### src/hdl/sqic_cfg.svh
`ifndef SQIC_CFG_SVH
`define SQIC_CFG_SVH

// Register byte offsets on the Wishbone slave
`define SQIC_SCR_OFS 8'h00
`define SQIC_BCR_OFS 8'h04
`define SQIC_QCR_OFS 8'h08
`define SQIC_FSR_OFS 8'h0c
`define SQIC_RFR0_OFS 8'h10
`define SQIC_IRQ0_ENABLE_OFS 8'h20
`define SQIC_IRQ0_PENDING_OFS 8'h24
`define SQIC_IRQ0_TIMING_OFS 8'h28
`define SQIC_IRQ_STRIDE 8'h0c

// System control fields
`define SQIC_SCR_SLOT_MSB 6
`define SQIC_SCR_START_BIT 8
`define SQIC_SCR_MON_BIT 9
`define SQIC_SCR_LF_BIT 14

// Basic configuration fields
`define SQIC_BCR_NODE_MSB 5
`define SQIC_BCR_OWNW_LSB 8
`define SQIC_BCR_OWNW_MSB 13
`define SQIC_BCR_LFS_BIT 15

// Query control fields
`define SQIC_QCR_TGT_MSB 5
`define SQIC_QCR_PEND_BIT 6
`define SQIC_QCR_TYPE_LSB 8
`define SQIC_QCR_TYPE_MSB 12

// Last slot, frame and interrupt figures
`define SQIC_FSR_RESET 6'h3f
`define SQIC_LONG_FRAME_LEN 9'h100
`define SQIC_ALM_MSB 6
`define SQIC_DR_LSB 8
`define SQIC_DR_MSB 14
`define SQIC_RETRIG_CLKS 3'h5

`endif

### src/hdl/sqic_pkg.sv
package sqic_pkg;
    typedef logic [15:0] sqic_word_t;
    // Peer type codes returned by a mode query
    typedef enum logic [4:0] {
        SQIC_TC_MEM = 5'h00,
        SQIC_TC_MEM_LF = 5'h01,
        SQIC_TC_IO = 5'h02,
        SQIC_TC_IO_LF = 5'h03,
        SQIC_TC_MEM_OWNX = 5'h04
    } sqic_type_t;
endpackage

### src/hdl/sqic_top.sv
// The Wishbone slave port and the address map were chosen for this implementation.
`include "sqic_cfg.svh"
`timescale 1ns/1ns
`default_nettype none

module sqic_top #(
    parameter logic [8:0] NORMAL_FRAME_LEN = 9'h080
) (
    // Clock and reset
    input wire logic MCLK,
    input wire logic NRST,
    // Wishbone classic slave
    input wire logic WB_CYC_I,
    input wire logic WB_STB_I,
    input wire logic WB_WE_I,
    input wire logic [7:0] WB_ADR_I,
    input wire logic [3:0] WB_SEL_I,
    input wire logic [31:0] WB_DAT_I,
    output logic [31:0] WB_DAT_O,
    output logic WB_ACK_O,
    // Cycle engine status, same clock
    input wire logic [6:0] SLOT_TIME_INDEX,
    input wire logic [5:0] LAST_SLOT_FIELD,
    input wire logic GM_CHANGE,
    // Packet receive report, same clock
    input wire logic PKT_RX_VALID,
    input wire logic [5:0] PKT_RX_NODE,
    input wire logic PKT_RX_LONG_FRAME,
    // Mode query handshake with the link engine
    output logic QUERY_REQ,
    output logic [5:0] QUERY_NODE,
    input wire logic QUERY_DONE,
    input wire logic [4:0] QUERY_TYPE,
    // Station settings seen by the link engine
    output logic NET_START,
    output logic LINK_ENABLE,
    output logic [5:0] OWN_NODE,
    output logic [5:0] OWN_WIDTH,
    output logic [8:0] FRAME_LENGTH,
    output logic [4:0] OWN_TYPE_CODE,
    output logic PING_INHIBIT,
    output logic CYCLE_RESIZED,
    // Decoded peer type
    output logic PEER_IS_IO,
    output logic PEER_LONG_FRAME,
    output logic PEER_CODE_RESERVED,
    // Other interrupt factors, bits 2 to 15 used
    input wire logic [15:0] IRQ_EVENTS,
    // Interrupt pins
    output logic IRQ0_N_PIN,
    output logic IRQ1_N_PIN
);

    // Byte-lane merge of a write into a 16-bit register
    function automatic sqic_pkg::sqic_word_t lane_merge(
        input sqic_pkg::sqic_word_t old_val,
        input logic [31:0] wdat,
        input logic [3:0] sel
    );
        sqic_pkg::sqic_word_t mask;
        mask = {{8{sel[1]}}, {8{sel[0]}}};
        lane_merge = (old_val & ~mask) | (wdat[15:0] & mask);
    endfunction

    // Word index of a byte offset
    function automatic logic [5:0] word_idx(input logic [7:0] ofs);
        word_idx = ofs[7:2];
    endfunction

    logic [1:0] rst_sync_reg;
    logic rst_n;

    // Reset released through two flops; async assert only
    always_ff @(posedge MCLK or negedge NRST) begin
        if (!NRST) begin
            rst_sync_reg <= 2'h0;
        end else begin
            rst_sync_reg <= {rst_sync_reg[0], 1'b1};
        end
    end
    assign rst_n = rst_sync_reg[1];

    // Bus decode; writes land on the edge where ack is seen
    logic ack_reg;
    logic [31:0] rdat_reg;
    logic [31:0] rdat_next;
    logic bus_req;
    logic wr_stb;
    logic [5:0] idx;
    assign bus_req = WB_CYC_I & WB_STB_I;
    assign wr_stb = bus_req & WB_WE_I & ack_reg;
    assign idx = WB_ADR_I[7:2];

    logic wr_scr;
    logic wr_bcr;
    logic wr_qcr;
    assign wr_scr = wr_stb && (idx == word_idx(`SQIC_SCR_OFS));
    assign wr_bcr = wr_stb && (idx == word_idx(`SQIC_BCR_OFS));
    assign wr_qcr = wr_stb && (idx == word_idx(`SQIC_QCR_OFS));

    // Control registers
    logic start_reg;
    logic monitor_only_mode_reg;
    logic long_frame_active_reg;
    sqic_pkg::sqic_word_t basic_config_reg;
    logic [5:0] query_target_addr_reg;
    logic query_pending_reg;
    logic [4:0] peer_type_code_reg;
    logic [5:0] last_slot_reg;
    logic [63:0] receive_seen_flags_reg;
    logic [6:0] slot_prev_reg;

    sqic_pkg::sqic_word_t scr_wval;
    sqic_pkg::sqic_word_t bcr_wval;
    sqic_pkg::sqic_word_t qcr_wval;
    assign scr_wval = lane_merge(16'h0000, WB_DAT_I, WB_SEL_I);
    assign bcr_wval = lane_merge(basic_config_reg, WB_DAT_I, WB_SEL_I);
    assign qcr_wval = lane_merge({3'h0, peer_type_code_reg, 1'b0, query_pending_reg, query_target_addr_reg},
                                 WB_DAT_I, WB_SEL_I);

    logic start_next;
    logic monitor_next;
    logic link_en;
    logic lf_request;
    logic lf_set;
    logic query_set;
    logic query_abort;
    logic query_fin;
    assign start_next = wr_scr ? scr_wval[`SQIC_SCR_START_BIT] : start_reg;
    // Monitor can only be entered while stopped; leaving is always allowed
    assign monitor_next = !wr_scr ? monitor_only_mode_reg :
                          (!scr_wval[`SQIC_SCR_MON_BIT] ? 1'b0 :
                          (start_reg ? monitor_only_mode_reg : 1'b1));
    assign link_en = start_reg & ~monitor_only_mode_reg;
    assign lf_request = basic_config_reg[`SQIC_BCR_LFS_BIT];
    // Own request at start, or adopted from any linked long-frame peer
    assign lf_set = (start_reg & lf_request) | (link_en & PKT_RX_VALID & PKT_RX_LONG_FRAME);
    assign query_set = wr_qcr & qcr_wval[`SQIC_QCR_PEND_BIT];
    assign query_abort = wr_qcr & ~qcr_wval[`SQIC_QCR_PEND_BIT];
    // No answer from an absent node means pending drops only on a query control write
    assign query_fin = query_pending_reg & QUERY_DONE;

    // System and basic configuration state
    always_ff @(posedge MCLK or negedge rst_n) begin
        if (!rst_n) begin
            start_reg <= 1'b0;
            monitor_only_mode_reg <= 1'b0;
            basic_config_reg <= 16'h0000;
        end else begin
            start_reg <= start_next;
            monitor_only_mode_reg <= monitor_next;
            basic_config_reg <= wr_bcr ? bcr_wval : basic_config_reg;
        end
    end

    // Long frame flag is sticky until hardware reset
    always_ff @(posedge MCLK or negedge rst_n) begin
        if (!rst_n) begin
            long_frame_active_reg <= 1'b0;
        end else begin
            long_frame_active_reg <= long_frame_active_reg | lf_set;
        end
    end

    // Query engine; a new request wins over a completion in the same cycle
    always_ff @(posedge MCLK or negedge rst_n) begin
        if (!rst_n) begin
            query_target_addr_reg <= 6'h00;
            query_pending_reg <= 1'b0;
            peer_type_code_reg <= 5'h00;
        end else begin
            if (wr_qcr) begin
                query_target_addr_reg <= qcr_wval[`SQIC_QCR_TGT_MSB:0];
            end
            if (query_set) begin
                query_pending_reg <= 1'b1;
            end else if (query_abort || query_fin) begin
                query_pending_reg <= 1'b0;
            end
            if (query_fin) begin
                peer_type_code_reg <= QUERY_TYPE;
            end
        end
    end

    // Receive flags: wiped at slot zero, then rebuilt from arrivals
    logic [63:0] rx_hit;
    logic [63:0] rfr_next;
    assign rx_hit = PKT_RX_VALID ? (64'h1 << PKT_RX_NODE) : 64'h0;
    assign rfr_next = ((SLOT_TIME_INDEX == 7'h00) ? 64'h0 : receive_seen_flags_reg) | rx_hit;

    always_ff @(posedge MCLK or negedge rst_n) begin
        if (!rst_n) begin
            receive_seen_flags_reg <= 64'h0;
            last_slot_reg <= `SQIC_FSR_RESET;
            slot_prev_reg <= 7'h00;
        end else begin
            receive_seen_flags_reg <= rfr_next;
            last_slot_reg <= LAST_SLOT_FIELD;
            slot_prev_reg <= SLOT_TIME_INDEX;
        end
    end

    // Slot-time events shared by both interrupt channels
    logic slot_step;
    assign slot_step = SLOT_TIME_INDEX != slot_prev_reg;

    // Two identical interrupt channels with their own registers
    logic [15:0] irq_rd [2];
    logic [1:0] irq_hit;
    logic [1:0] irq_n;

    genvar ch;
    generate
        for (ch = 0; ch < 2; ch++) begin : g_irq
            localparam int BASE = `SQIC_IRQ0_ENABLE_OFS + ch * `SQIC_IRQ_STRIDE;
            localparam logic [5:0] EN_IDX = 6'(BASE / 4);
            localparam logic [5:0] PEND_IDX = 6'((BASE + 4) / 4);
            localparam logic [5:0] TIM_IDX = 6'((BASE + 8) / 4);

            sqic_pkg::sqic_word_t en_reg;
            sqic_pkg::sqic_word_t pend_reg;
            sqic_pkg::sqic_word_t tim_reg;
            logic [2:0] retrig_reg;
            logic irq_n_reg;

            sqic_pkg::sqic_word_t ev;
            sqic_pkg::sqic_word_t clr;
            sqic_pkg::sqic_word_t pend_next;
            logic [2:0] retrig_next;
            logic alarm_irq;
            logic gm_change_irq;
            logic clr_hit;

            assign alarm_irq = slot_step && (SLOT_TIME_INDEX == tim_reg[`SQIC_ALM_MSB:0]);
            assign gm_change_irq = slot_step && GM_CHANGE &&
                                   (SLOT_TIME_INDEX == tim_reg[`SQIC_DR_MSB:`SQIC_DR_LSB]);
            assign ev = {IRQ_EVENTS[15:2], gm_change_irq, alarm_irq};
            assign clr = (wr_stb && idx == PEND_IDX) ? lane_merge(16'h0000, WB_DAT_I, WB_SEL_I) : 16'h0000;
            // New factor wins over a clear of the same bit; enable not consulted for hold
            assign pend_next = (pend_reg & ~clr) | (ev & en_reg);
            assign clr_hit = |(pend_reg & clr);
            // A clear that leaves work behind forces a high gap for edge-triggered CPUs
            assign retrig_next = (clr_hit && |pend_next) ? `SQIC_RETRIG_CLKS :
                                 ((retrig_reg != 3'h0) ? retrig_reg - 3'h1 : 3'h0);

            always_ff @(posedge MCLK or negedge rst_n) begin
                if (!rst_n) begin
                    en_reg <= 16'h0000;
                    pend_reg <= 16'h0000;
                    tim_reg <= 16'h0000;
                    retrig_reg <= 3'h0;
                    irq_n_reg <= 1'b1;
                end else begin
                    en_reg <= (wr_stb && idx == EN_IDX) ? lane_merge(en_reg, WB_DAT_I, WB_SEL_I) : en_reg;
                    tim_reg <= (wr_stb && idx == TIM_IDX) ? lane_merge(tim_reg, WB_DAT_I, WB_SEL_I) : tim_reg;
                    pend_reg <= pend_next;
                    retrig_reg <= retrig_next;
                    irq_n_reg <= ~(|pend_next) | (retrig_next != 3'h0);
                end
            end

            assign irq_hit[ch] = (idx == EN_IDX) || (idx == PEND_IDX) || (idx == TIM_IDX);
            assign irq_rd[ch] = (idx == EN_IDX) ? en_reg :
                                (idx == PEND_IDX) ? pend_reg :
                                (idx == TIM_IDX) ? {1'b0, tim_reg[14:8], 1'b0, tim_reg[6:0]} : 16'h0000;
            assign irq_n[ch] = irq_n_reg;
        end
    endgenerate

    // Register read selection; unmapped words read zero
    sqic_pkg::sqic_word_t scr_rd;
    sqic_pkg::sqic_word_t qcr_rd;
    sqic_pkg::sqic_word_t rfr_rd;
    logic rfr_sel;
    logic [1:0] rfr_word;
    assign scr_rd = {1'b0, long_frame_active_reg, 4'h0, monitor_only_mode_reg, start_reg,
                     1'b0, SLOT_TIME_INDEX};
    assign qcr_rd = {3'h0, peer_type_code_reg, 1'b0, query_pending_reg, query_target_addr_reg};
    assign rfr_sel = idx[5:2] == word_idx(`SQIC_RFR0_OFS) >> 2;
    assign rfr_word = idx[1:0];
    assign rfr_rd = receive_seen_flags_reg[{rfr_word, 4'h0} +: 16];
    assign rdat_next[31:16] = 16'h0000;
    assign rdat_next[15:0] = (idx == word_idx(`SQIC_SCR_OFS)) ? scr_rd :
                             (idx == word_idx(`SQIC_BCR_OFS)) ? basic_config_reg :
                             (idx == word_idx(`SQIC_QCR_OFS)) ? qcr_rd :
                             (idx == word_idx(`SQIC_FSR_OFS)) ? {10'h000, last_slot_reg} :
                             rfr_sel ? rfr_rd :
                             irq_hit[0] ? irq_rd[0] :
                             irq_hit[1] ? irq_rd[1] : 16'h0000;

    // One wait state: data captured in the request cycle, ack the next
    always_ff @(posedge MCLK or negedge rst_n) begin
        if (!rst_n) begin
            ack_reg <= 1'b0;
            rdat_reg <= 32'h0;
        end else begin
            ack_reg <= bus_req & ~ack_reg;
            rdat_reg <= (bus_req & ~ack_reg) ? rdat_next : rdat_reg;
        end
    end

    // Peer type decoding for the last answered query
    function automatic logic [2:0] type_decode(input logic [4:0] code);
        case (code)
            sqic_pkg::SQIC_TC_MEM: type_decode = 3'h0;
            sqic_pkg::SQIC_TC_MEM_LF: type_decode = 3'h2;
            sqic_pkg::SQIC_TC_IO: type_decode = 3'h4;
            sqic_pkg::SQIC_TC_IO_LF: type_decode = 3'h6;
            sqic_pkg::SQIC_TC_MEM_OWNX: type_decode = 3'h0;
            default: type_decode = 3'h1;
        endcase
    endfunction

    logic [2:0] peer_dec;
    assign peer_dec = type_decode(peer_type_code_reg);

    // Outputs
    assign WB_ACK_O = ack_reg;
    assign WB_DAT_O = rdat_reg;
    assign QUERY_REQ = query_pending_reg;
    assign QUERY_NODE = query_target_addr_reg;
    assign PING_INHIBIT = query_pending_reg;
    assign NET_START = start_reg;
    assign LINK_ENABLE = link_en;
    // Monitor station has no owned area; settings are masked out
    assign OWN_NODE = monitor_only_mode_reg ? 6'h00 : basic_config_reg[`SQIC_BCR_NODE_MSB:0];
    assign OWN_WIDTH = monitor_only_mode_reg ? 6'h00 :
                       basic_config_reg[`SQIC_BCR_OWNW_MSB:`SQIC_BCR_OWNW_LSB];
    assign FRAME_LENGTH = long_frame_active_reg ? `SQIC_LONG_FRAME_LEN : NORMAL_FRAME_LEN;
    assign OWN_TYPE_CODE = long_frame_active_reg ? sqic_pkg::SQIC_TC_MEM_LF : sqic_pkg::SQIC_TC_MEM;
    // Resize and long frame together is unsupported; nothing here arbitrates it
    assign CYCLE_RESIZED = last_slot_reg != `SQIC_FSR_RESET;
    assign PEER_IS_IO = peer_dec[2];
    assign PEER_LONG_FRAME = peer_dec[1];
    assign PEER_CODE_RESERVED = peer_dec[0];
    assign IRQ0_N_PIN = irq_n[0];
    assign IRQ1_N_PIN = irq_n[1];

endmodule

`default_nettype wire

### config.mk
export PLATFORM = sky130hd
export DESIGN_NAME = sqic_top
export DESIGN_NICKNAME = d
export VERILOG_FILES = /design/src/hdl/sqic_pkg.sv /design/src/hdl/sqic_top.sv
export VERILOG_INCLUDE_DIRS = /design/src /design/src/hdl
export SDC_FILE = /design/constraint.sdc
export NUM_CORES = 1
export LEC_CHECK = 0
export BUFFER_PORTS_ARGS = -buffer_cell sky130_fd_sc_hd__buf_4
export CORE_MARGIN = 5
export CORE_UTILIZATION = 45
export DETAILED_ROUTE_END_ITERATION = 12
export GPL_ROUTABILITY_DRIVEN = 0
export PLACE_DENSITY = 0.73
export SYNTH_ARGS = -nofsm -noshare
export SYNTH_HDL_FRONTEND = slang
export SYNTH_SLANG_ARGS = --single-unit
### constraint.sdc
create_clock -name MCLK -period 9.6 [get_ports MCLK]
set_input_delay 2.4 -clock MCLK [delete_from_list [all_inputs] [get_ports MCLK]]
set_output_delay 2.4 -clock MCLK [all_outputs]
set_load 0.01 [all_outputs]
# Word-level counts from Yosys, hierarchy flattened

Cells that the tools add are included.

Bits in registers: 231
Latch bits: 0
RAM bits: 0
Bits in read-only memories: 0
Logic and storage cells: 158
Memories kept: 0

Add/sub/neg operators: 2
$mul: 0
Div/mod/pow operators: 0
Magnitude comparators: 0
Eq/ne operators: 21
Shift operators: 2
Multiplexer cells: 30
Bitwise gates (word level): 45
Reduce and logical (&&, ||, !) cells: 35

Operators with widths:

| cell                                                                | number |
|---|---|
| 16-bit two-way mux                                                  | 13 |
| 16-bit AND                                                          | 12 |
| 64-bit two-way mux                                                  | 2 |
| 16-bit OR                                                           | 7 |
| 64-bit OR                                                           | 1 |
| 16-bit OR reduction                                                 | 4 |
| 64-bit by 7-bit variable part select with 16-bit output             | 1 |
| 1-bit by 6-bit << shifter with 64-bit output (first input constant) | 1 |
| 16-bit inverter                                                     | 3 |
| 6-bit by 4-bit == test with 1-bit output (second input constant)    | 6 |
| 15-bit two-way mux                                                  | 2 |
| 7-bit == test                                                       | 4 |
| 1-bit logical AND                                                   | 16 |
| 6-bit by 2-bit == test with 1-bit output (second input constant)    | 2 |
| 3-bit two-way mux                                                   | 4 |
| 6-bit two-way mux                                                   | 2 |
| 3-bit case mux with 4 select lines                                  | 1 |
| 3-bit nonzero test                                                  | 4 |
| 1-bit AND                                                           | 11 |
| 5-bit by 2-bit == test with 1-bit output (second input constant)    | 2 |
| 9-bit two-way mux                                                   | 1 |
| 7-bit AND                                                           | 1 |
| 7-bit logical NOT                                                   | 1 |
| 7-bit inequality test                                               | 1 |
| other kinds (17)                                                    | 33 |

# Logic depth before layout (Yosys ltp)

Gate-level depths: netlist of run 1.

Depth in word-level cells: 13
Depth in mapped cells: 9
Mapped depth without buffers: 6

# Worst setup path after synthesis of run 1

Ideal clock, no wire load.

Path type: input to register
From: in WB_ADR_I[6]
To: reg g_irq[1].retrig_reg[0]
Library setup time: 0.138 ns
Arrival time: 4.446 ns
Required time: 9.462 ns
Path slack: 5.016 ns
Stages: 7
Path buffers: 1
Path through: buf_2 or4_4 o41ai_1 nand2_1 or4_4 o41ai_2 o211ai_1

Word-level cells in the longest chain between the ends: 9
Elaborated cells between the ends (all ways): 11
Those cells by class: eq/ne (1); mux (2); bitwise (4); reduce/logical (4)

RTL lines:

| item                                     | RTL line        | text |
|---|---|---|
| from (decl)                              | sqic_top.sv:16  | `input wire logic [7:0] WB_ADR_I,` |
| 6-bit by 4-bit == test with 1-bit output | sqic_top.sv:239 | `assign clr = (wr_stb && idx == PEND_IDX) ? lane_merge(16'h0000, WB_DAT_I, WB_SEL_I) : 16'h0000;` |
| 1-bit logical AND                        | sqic_top.sv:239 |  |
| 16-bit two-way mux                       | sqic_top.sv:239 |  |
| 16-bit inverter                          | sqic_top.sv:241 | `assign pend_next = (pend_reg & ~clr) \| (ev & en_reg);` |
| 16-bit AND                               | sqic_top.sv:241 |  |
| 16-bit OR                                | sqic_top.sv:241 |  |
| via g_irq[1].pend_next[6]                | sqic_top.sv:229 | `sqic_pkg::sqic_word_t pend_next;` |
| 16-bit OR reduction                      | sqic_top.sv:244 | `` assign retrig_next = (clr_hit && \|pend_next) ? `SQIC_RETRIG_CLKS : `` |
| 1-bit logical AND                        | sqic_top.sv:244 |  |
| 3-bit two-way mux                        | sqic_top.sv:244 |  |
| via g_irq[1].retrig_next[0]              | sqic_top.sv:230 | `logic [2:0] retrig_next;` |
| to (signal assigned)                     | sqic_top.sv:258 | `retrig_reg <= retrig_next;` |
| to (decl)                                | sqic_top.sv:224 | `logic [2:0] retrig_reg;` |

The timed path passes the listed nets, and every way through them passes these cells.
A chain may end at the register's enable or synchronous reset.

# Worst setup path after layout of run 1

From: in WB_ADR_I[3]
To: reg rdat_reg[14] (netlist: WB_DAT_O[14])

Word-level cells in the longest chain between the ends: 11
Elaborated cells between the ends (all ways): 28
Those cells by class: eq/ne (9); shift (1); mux (13); reduce/logical (5)

RTL lines:

| item                                     | RTL line                         | text |
|---|---|---|
| 6-bit by 4-bit == test with 1-bit output | sqic_top.sv:263, sqic_top.sv:266 |  |
| 15-bit two-way mux                       | sqic_top.sv:266                  | `(idx == TIM_IDX) ? {1'b0, tim_reg[14:8], 1'b0, tim_reg[6:0]} : 16'h0000;` |
| 16-bit two-way mux                       | sqic_top.sv:265                  | `(idx == PEND_IDX) ? pend_reg :` |
| 16-bit two-way mux                       | sqic_top.sv:264                  | `assign irq_rd[ch] = (idx == EN_IDX) ? en_reg :` |
| 16-bit two-way mux                       | sqic_top.sv:290                  | `irq_hit[1] ? irq_rd[1] : 16'h0000;` |
| 16-bit two-way mux                       | sqic_top.sv:289                  | `irq_hit[0] ? irq_rd[0] :` |
| 16-bit two-way mux                       | sqic_top.sv:288                  | `rfr_sel ? rfr_rd :` |
| 16-bit two-way mux                       | sqic_top.sv:287                  | `` (idx == word_idx(`SQIC_FSR_OFS)) ? {10'h000, last_slot_reg} : `` |
| 16-bit two-way mux                       | sqic_top.sv:286                  | `` (idx == word_idx(`SQIC_QCR_OFS)) ? qcr_rd : `` |
| 16-bit two-way mux                       | sqic_top.sv:285                  | `` (idx == word_idx(`SQIC_BCR_OFS)) ? basic_config_reg : `` |
| 16-bit two-way mux *                     | sqic_top.sv:284                  | `` assign rdat_next[15:0] = (idx == word_idx(`SQIC_SCR_OFS)) ? scr_rd : `` |
| to (signal assigned)                     | sqic_top.sv:299                  | `rdat_reg <= (bus_req & ~ack_reg) ? rdat_next : rdat_reg;` |
| to (decl)                                | sqic_top.sv:85                   | `logic [31:0] rdat_reg;` |

Every way passes the cells marked *; elsewhere a longest branch is shown, timed or not.

==> metrics.yaml, run 1 <==
seq_area_frac_synth_pct: 49.1
async_flop_share_pct: 100
rows: 58
p_per_area_nw_per_um2: 177
core_area_um2: 25300
synth_top_area_share_pct: 47.3
synth_most_common_cell: "dfrtp_1"
yosysWarnings: 0
synth.distinct_cells: 66
synth_edf_count: 0
diodes: 0
cp.required_ns: 10.04
ir_drop_mv: 0.124
min_period_over_period_pct: 51.6
antenna_found_initial: 0
grt_usage_pct: 24.6
worstPathArrival_ns: 5.39
finalPower_w: 0.00237
fin_skew_ns: 0.0147
crit_path_max_fanout: 52
initial_utilization_pct: 45.9
syn_inst: 1068
area_growth_pct: 15.6
via_per_inst: 6.31
synthFlopType: "dfrtp_1"
ctsHoldBuffers: 0
timing.fmax_ghz: 0.202
root_buffer: "clkbuf_16"
hpwl_um: 25400
cts_made_buffers: 25
path_clk_slew_ns: 0.06
slew_headroom_pct: 21.2
status: "completed"
critPathCaptureType: "flip-flop"
final_util_pct: 53.1
drive_gt1_share_pct: 26.1
grt_remaining_overflow: 0
grt_pass1_vias: 9518
ant_nets: 0
cp_slowest_cell: "nor2_1"
synth.cell_area_um2: 11600
finalHoldViolCount: 0
die_area_um2: 29100
drc_errors: 0
io_buffers: 118
rsz0062_at_grt: "no"
drt_iter0_markers: 1212
io_pins: 168
cp-start-kind: "primary input"
critical_path_class: "in2reg"
fill_cells: 2251
finalCriticalPeriod_ns: 4.95
setup_tns_ns: 0
crit_path_max_incr_delay_ns: 0.80
vias: 9458
slew_violations: 0
postSynthAreaPerCell_um2: 10.9
cts_sinks: 227
ctsResizeCount: 0
synth_commonest_cells: "219 x dfrtp_1, 119 x nand2_1, 91 x mux2_2, 69 x o21ai_0, 66 x a22o_1"
tightest_slew_ns: 1.18
clk_latency_ns: 0.53
cts_tree: "built"
path_delay_family: "simple AND/OR/NAND/NOR gates"
hold_slack_ns: 0.350
wirelength_um: 36200
ys_ff_latch: 227
htreeDepth: 1
finalSetupViolCount: 0
grt_max_degree: 179
cp.buffers_inverters: 1
min_path_type: "reg2async"
yosysTopAreaCell: "dfrtp_1"
yosys-top-cells-area: "dfrtp_1 47%, mux2_2 8.8%, a22o_1 5.0%, mux4_2 3.9%, nand2_1 3.9%"
dieWidth_um: 171
nets: 1248
leakage_nw: 6.17
clockBufferDepth: 3
post-cts-setup-buffers: 0
drv_cap: 0
die_h_um: 171
drt_pass1_iterations: 8
crit_chain: "buf_4, or4b_1, nor2_1, a221oi_1, a2111oi_0, o21ai_0, a31oi_1"
wire_per_inst_um: 24.2
grt_pass1_wl_um: 55900
cell usage in the layout, fill, tap and decap left out, drive strengths merged, types with 4 or more instances in the layout:
cell and n:
a211o 4, a21oi 31, a221oi 14, a222oi 4
a22o 66, a22oi 30, a31oi 8, and2 9
and3 5, buf 123, clkbuf 41, conb 28
dfrtp 219, dfstp 8, ha 4, inv 18
mux2 91, mux2i 5, mux4 20, nand2 119
nand2b 11, nand3 20, nand4 14, nor2 42
nor2b 21, nor3 17, nor4 10, o21ai 69
o22ai 9, o31ai 5, o41ai 13, or2 7
or4 6, xnor2 29, xor2 6
final timing paths:
path / start / to / slack, ns / depth (start not counted)
worst max-delay path: WB_ADR_I[3] / WB_DAT_O[14] / 4.65 / 7
worst min-delay path: rst_sync_reg[1] / peer_type_code_reg[3] / 0.35 / 0
worst max register to register: WB_ACK_O / g_irq[1].retrig_reg[0] / 6.29 / 6
worst min register to register: rst_sync_reg[1] / peer_type_code_reg[3] / 0.35 / 0
max in group asynchronous: rst_sync_reg[1] / WB_DAT_O[2] / 7.81 / 1
min in group MCLK: rst_sync_reg[0] / rst_sync_reg[1] / 0.35 / 0
routing by layer:
metal  vias to the layer above  global-route usage, %  wire length [um]
met3                       109                   4.71              3360
met1                      4721                   34.0             14400
met5                         -                      0                 0
li1                       4079                      -                 -
met4                         0                   9.58              1400
met2                       549                   38.7             17100
per-stage QoR:
stage | area, um2 | setup WS, ns | instances
global placement | 12600 | 4.23 | 1454
floorplan | 11700 | 2.82 | 1094
detailed placement | 12600 | 4.19 | 1454
finish | 13400 | 4.65 | 1498
CTS | 13400 | 4.74 | 1498
global route | 13400 | 4.44 | 1498
area by class of cell:
type | instances | area (um2) | area share (%)
sequential | 227 | 5690 | 42.5
inverter | 19 | 71.3 | 0.532
timing repair buffer | 123 | 936 | 6.98
clock inverter | 3 | 40.0 | 0.299
tap | 330 | 413 | 3.08
multi-input combinational | 755 | 5460 | 40.7
clock buffer | 41 | 796 | 5.93
power by group:
part	total [W]	internal [W]	switching, W	leakage (nW)
combinational	0.000301	0.000137	0.000164	2.75
sequential	0.00109	0.00103	0.0000579	3.00
clock	0.000977	0.000587	0.000390	0.415
kinds of logic (layout without fill, tap and decap cells):
| logic type | count (synthesis) | count (layout) | synth area share, % |
|---|---|---|---|
| simple gates | 294 | 294 | 12.7 |
| mux | 116 | 116 | 13.2 |
| other cells | 2 | 28 | 0.0648 |
| flops | 227 | 227 | 49.1 |
| fa+ha+maj | 4 | 4 | 0.432 |
| compound gates | 278 | 278 | 17.2 |
| xor+xnor | 35 | 35 | 2.64 |
| buf+inv | 112 | 186 | 4.76 |
No activity file was read; power rests on OpenSTA's default activity.
==> run 2: changes to the inputs <==
Clock period 9.6 ns to 4.75 ns, I/O delays scaled along.
==> run 2 against run 1 <==
Against the previous run: via count grew 1.2%; combinational power grew 100%; highest routed layer unchanged; clock skew grew 0.017 ns; clock power grew 95%; global-route usage shrank 0.16 points; first-iteration DRC count grew 5.0%.
==> metrics.yaml, run 2 (synthesis gave the netlist of run 1 again) <==
crit_path_max_incr_delay_ns: 0.66  # -0.14 ns
post-cts-setup-buffers: 0  # unchanged
drt_iter0_markers: 1272  # +5.0%
htreeDepth: 1  # unchanged
fin_ws_ns: 1.44  # -3.21 ns
worstPathArrival_ns: 3.72  # -1.67 ns
drc_errors: 0  # unchanged
via_per_inst: 6.32  # +0.10%
core_area_um2: 25300  # unchanged
clk_latency_ns: 0.54  # about the same
grt_remaining_overflow: 0  # unchanged
nets: 1262  # +1.1%
grt_usage_pct: 24.4  # -0.16 points
finalCriticalPeriod_ns: 3.31
place_inst: 1468  # +0.96%
antenna_found_initial: 0  # unchanged
critPathCaptureType: "flip-flop"
hpwl_um: 26000  # +2.4%
ctsHoldBuffers: 0  # unchanged
dieWidth_um: 171  # unchanged
wirelength_um: 36300  # about the same
crit_chain: "buf_4, or4_4, nor3_1, nand3_1, a221o_1, o41ai_2, o211ai_1"
critical_path_class: "in2reg"
cts_made_buffers: 25  # unchanged
leakage_nw: 6.23  # +1.0%
cp-start-kind: "primary input"
die_area_um2: 29100  # unchanged
root_buffer: "clkbuf_16"
timing.fmax_ghz: 0.302
drt_pass1_iterations: 6  # -2
rsz0062_at_grt: "no"
finalSetupViolCount: 0  # unchanged
initial_utilization_pct: 45.9  # unchanged
diodes: 0  # unchanged
drv_cap: 0  # unchanged
slew_headroom_pct: 22.5  # +1.4 points
wire_per_inst_um: 24.0  # -0.99%
stdcell_count: 1514  # +1.1%
setup_tns_ns: 0  # unchanged
cts_sinks: 227  # unchanged
slew_violations: 0  # unchanged
pre_cts_ws_ns: 0.940  # -3.25 ns
path_delay_family: "simple AND/OR/NAND/NOR gates"
cp_slowest_cell: "or4_4"
rows: 58  # unchanged
tightest_slew_ns: 1.16  # -0.0202 ns
fin_skew_ns: 0.0316  # +0.0169 ns
grt_pass1_wl_um: 55400  # -0.90%
vias: 9569  # +1.2%
status: "completed"
drive_gt1_share_pct: 27.2  # +1.1 points
path_clk_slew_ns: 0.06  # about the same
grt_max_degree: 91  # -49%
die_h_um: 171  # unchanged
ctsResizeCount: 0  # unchanged
min_period_over_period_pct: 69.7
final_cell_mix: "218 x dfrtp_1, 136 x buf_4, 118 x nand2_1"
clockBufferDepth: 3  # unchanged
area_growth_pct: 16.4
min_path_type: "reg2reg"
ant_nets: 0  # unchanged
finalPower_w: 0.00473  # +99%
ir_drop_mv: 0.204  # +65%
cp.required_ns: 5.16  # -4.88 ns
io_buffers: 118  # unchanged
layout_commonest_cell: "dfrtp_1"
finalHoldViolCount: 0  # unchanged
grt_pass1_vias: 9389  # -1.4%
io_pins: 168  # unchanged
cts_tree: "built"
cp.buffers_inverters: 1  # unchanged
p_per_area_nw_per_um2: 350  # +98%
crit_path_max_fanout: 29  # -44%
run 2: area by class of cell:
class | instances | area, um2
Fill cell | 2179 | 11800
Timing Repair Buffer | 137 | 1040
Tap cell | 330 | 413
Inverter | 19 | 71.3
Clock buffer | 38 | 764
Clock inverter | 8 | 50.0
Sequential cell | 227 | 5690
Multi-Input combinational cell | 755 | 5460
run 2: routing by layer:
metal | vias up | GRT usage (%) | routed length [um]
li1 | 4105 | - | -
met1 | 4769 | 33.7 | 14300
met2 | 591 | 39.0 | 17000
met3 | 104 | 5.06 | 3630
met4 | 0 | 7.99 | 1330
met5 | - | 0 | 0
run 2: worst paths after layout:
kind	from	to	slack, ns	depth (start not counted)
min in group asynchronous	rst_sync_reg[1]	receive_seen_flags_reg[42]	0.39	0
min reg2reg	rst_sync_reg[0]	rst_sync_reg[1]	0.35	0
max reg2reg	WB_ACK_O	flip-flop	2.27	5
min	rst_sync_reg[0]	rst_sync_reg[1]	0.35	0
max	WB_ADR_I[3]	g_irq[1].retrig_reg[0]	1.44	7
max in group asynchronous	rst_sync_reg[1]	async pin	3.26	1
run 2: power by group:
group | internal (W) | switching, W
logic | 0.000282 | 0.000331
clock network | 0.00111 | 0.000799
registers | 0.00209 | 0.000118
total | 0.00348 | 0.00125
run 2: through the flow:
step | cell area [um2] | hold WS (ns) | utilization (%)
floorplan | 11700 | 0.331 | -
global placement | 12700 | 0.338 | 50.2
detailed placement | 12700 | 0.336 | 50.2
CTS | 13500 | 0.355 | 53.4
global route | 13500 | 0.386 | 53.4
finish | 13500 | 0.351 | 53.4
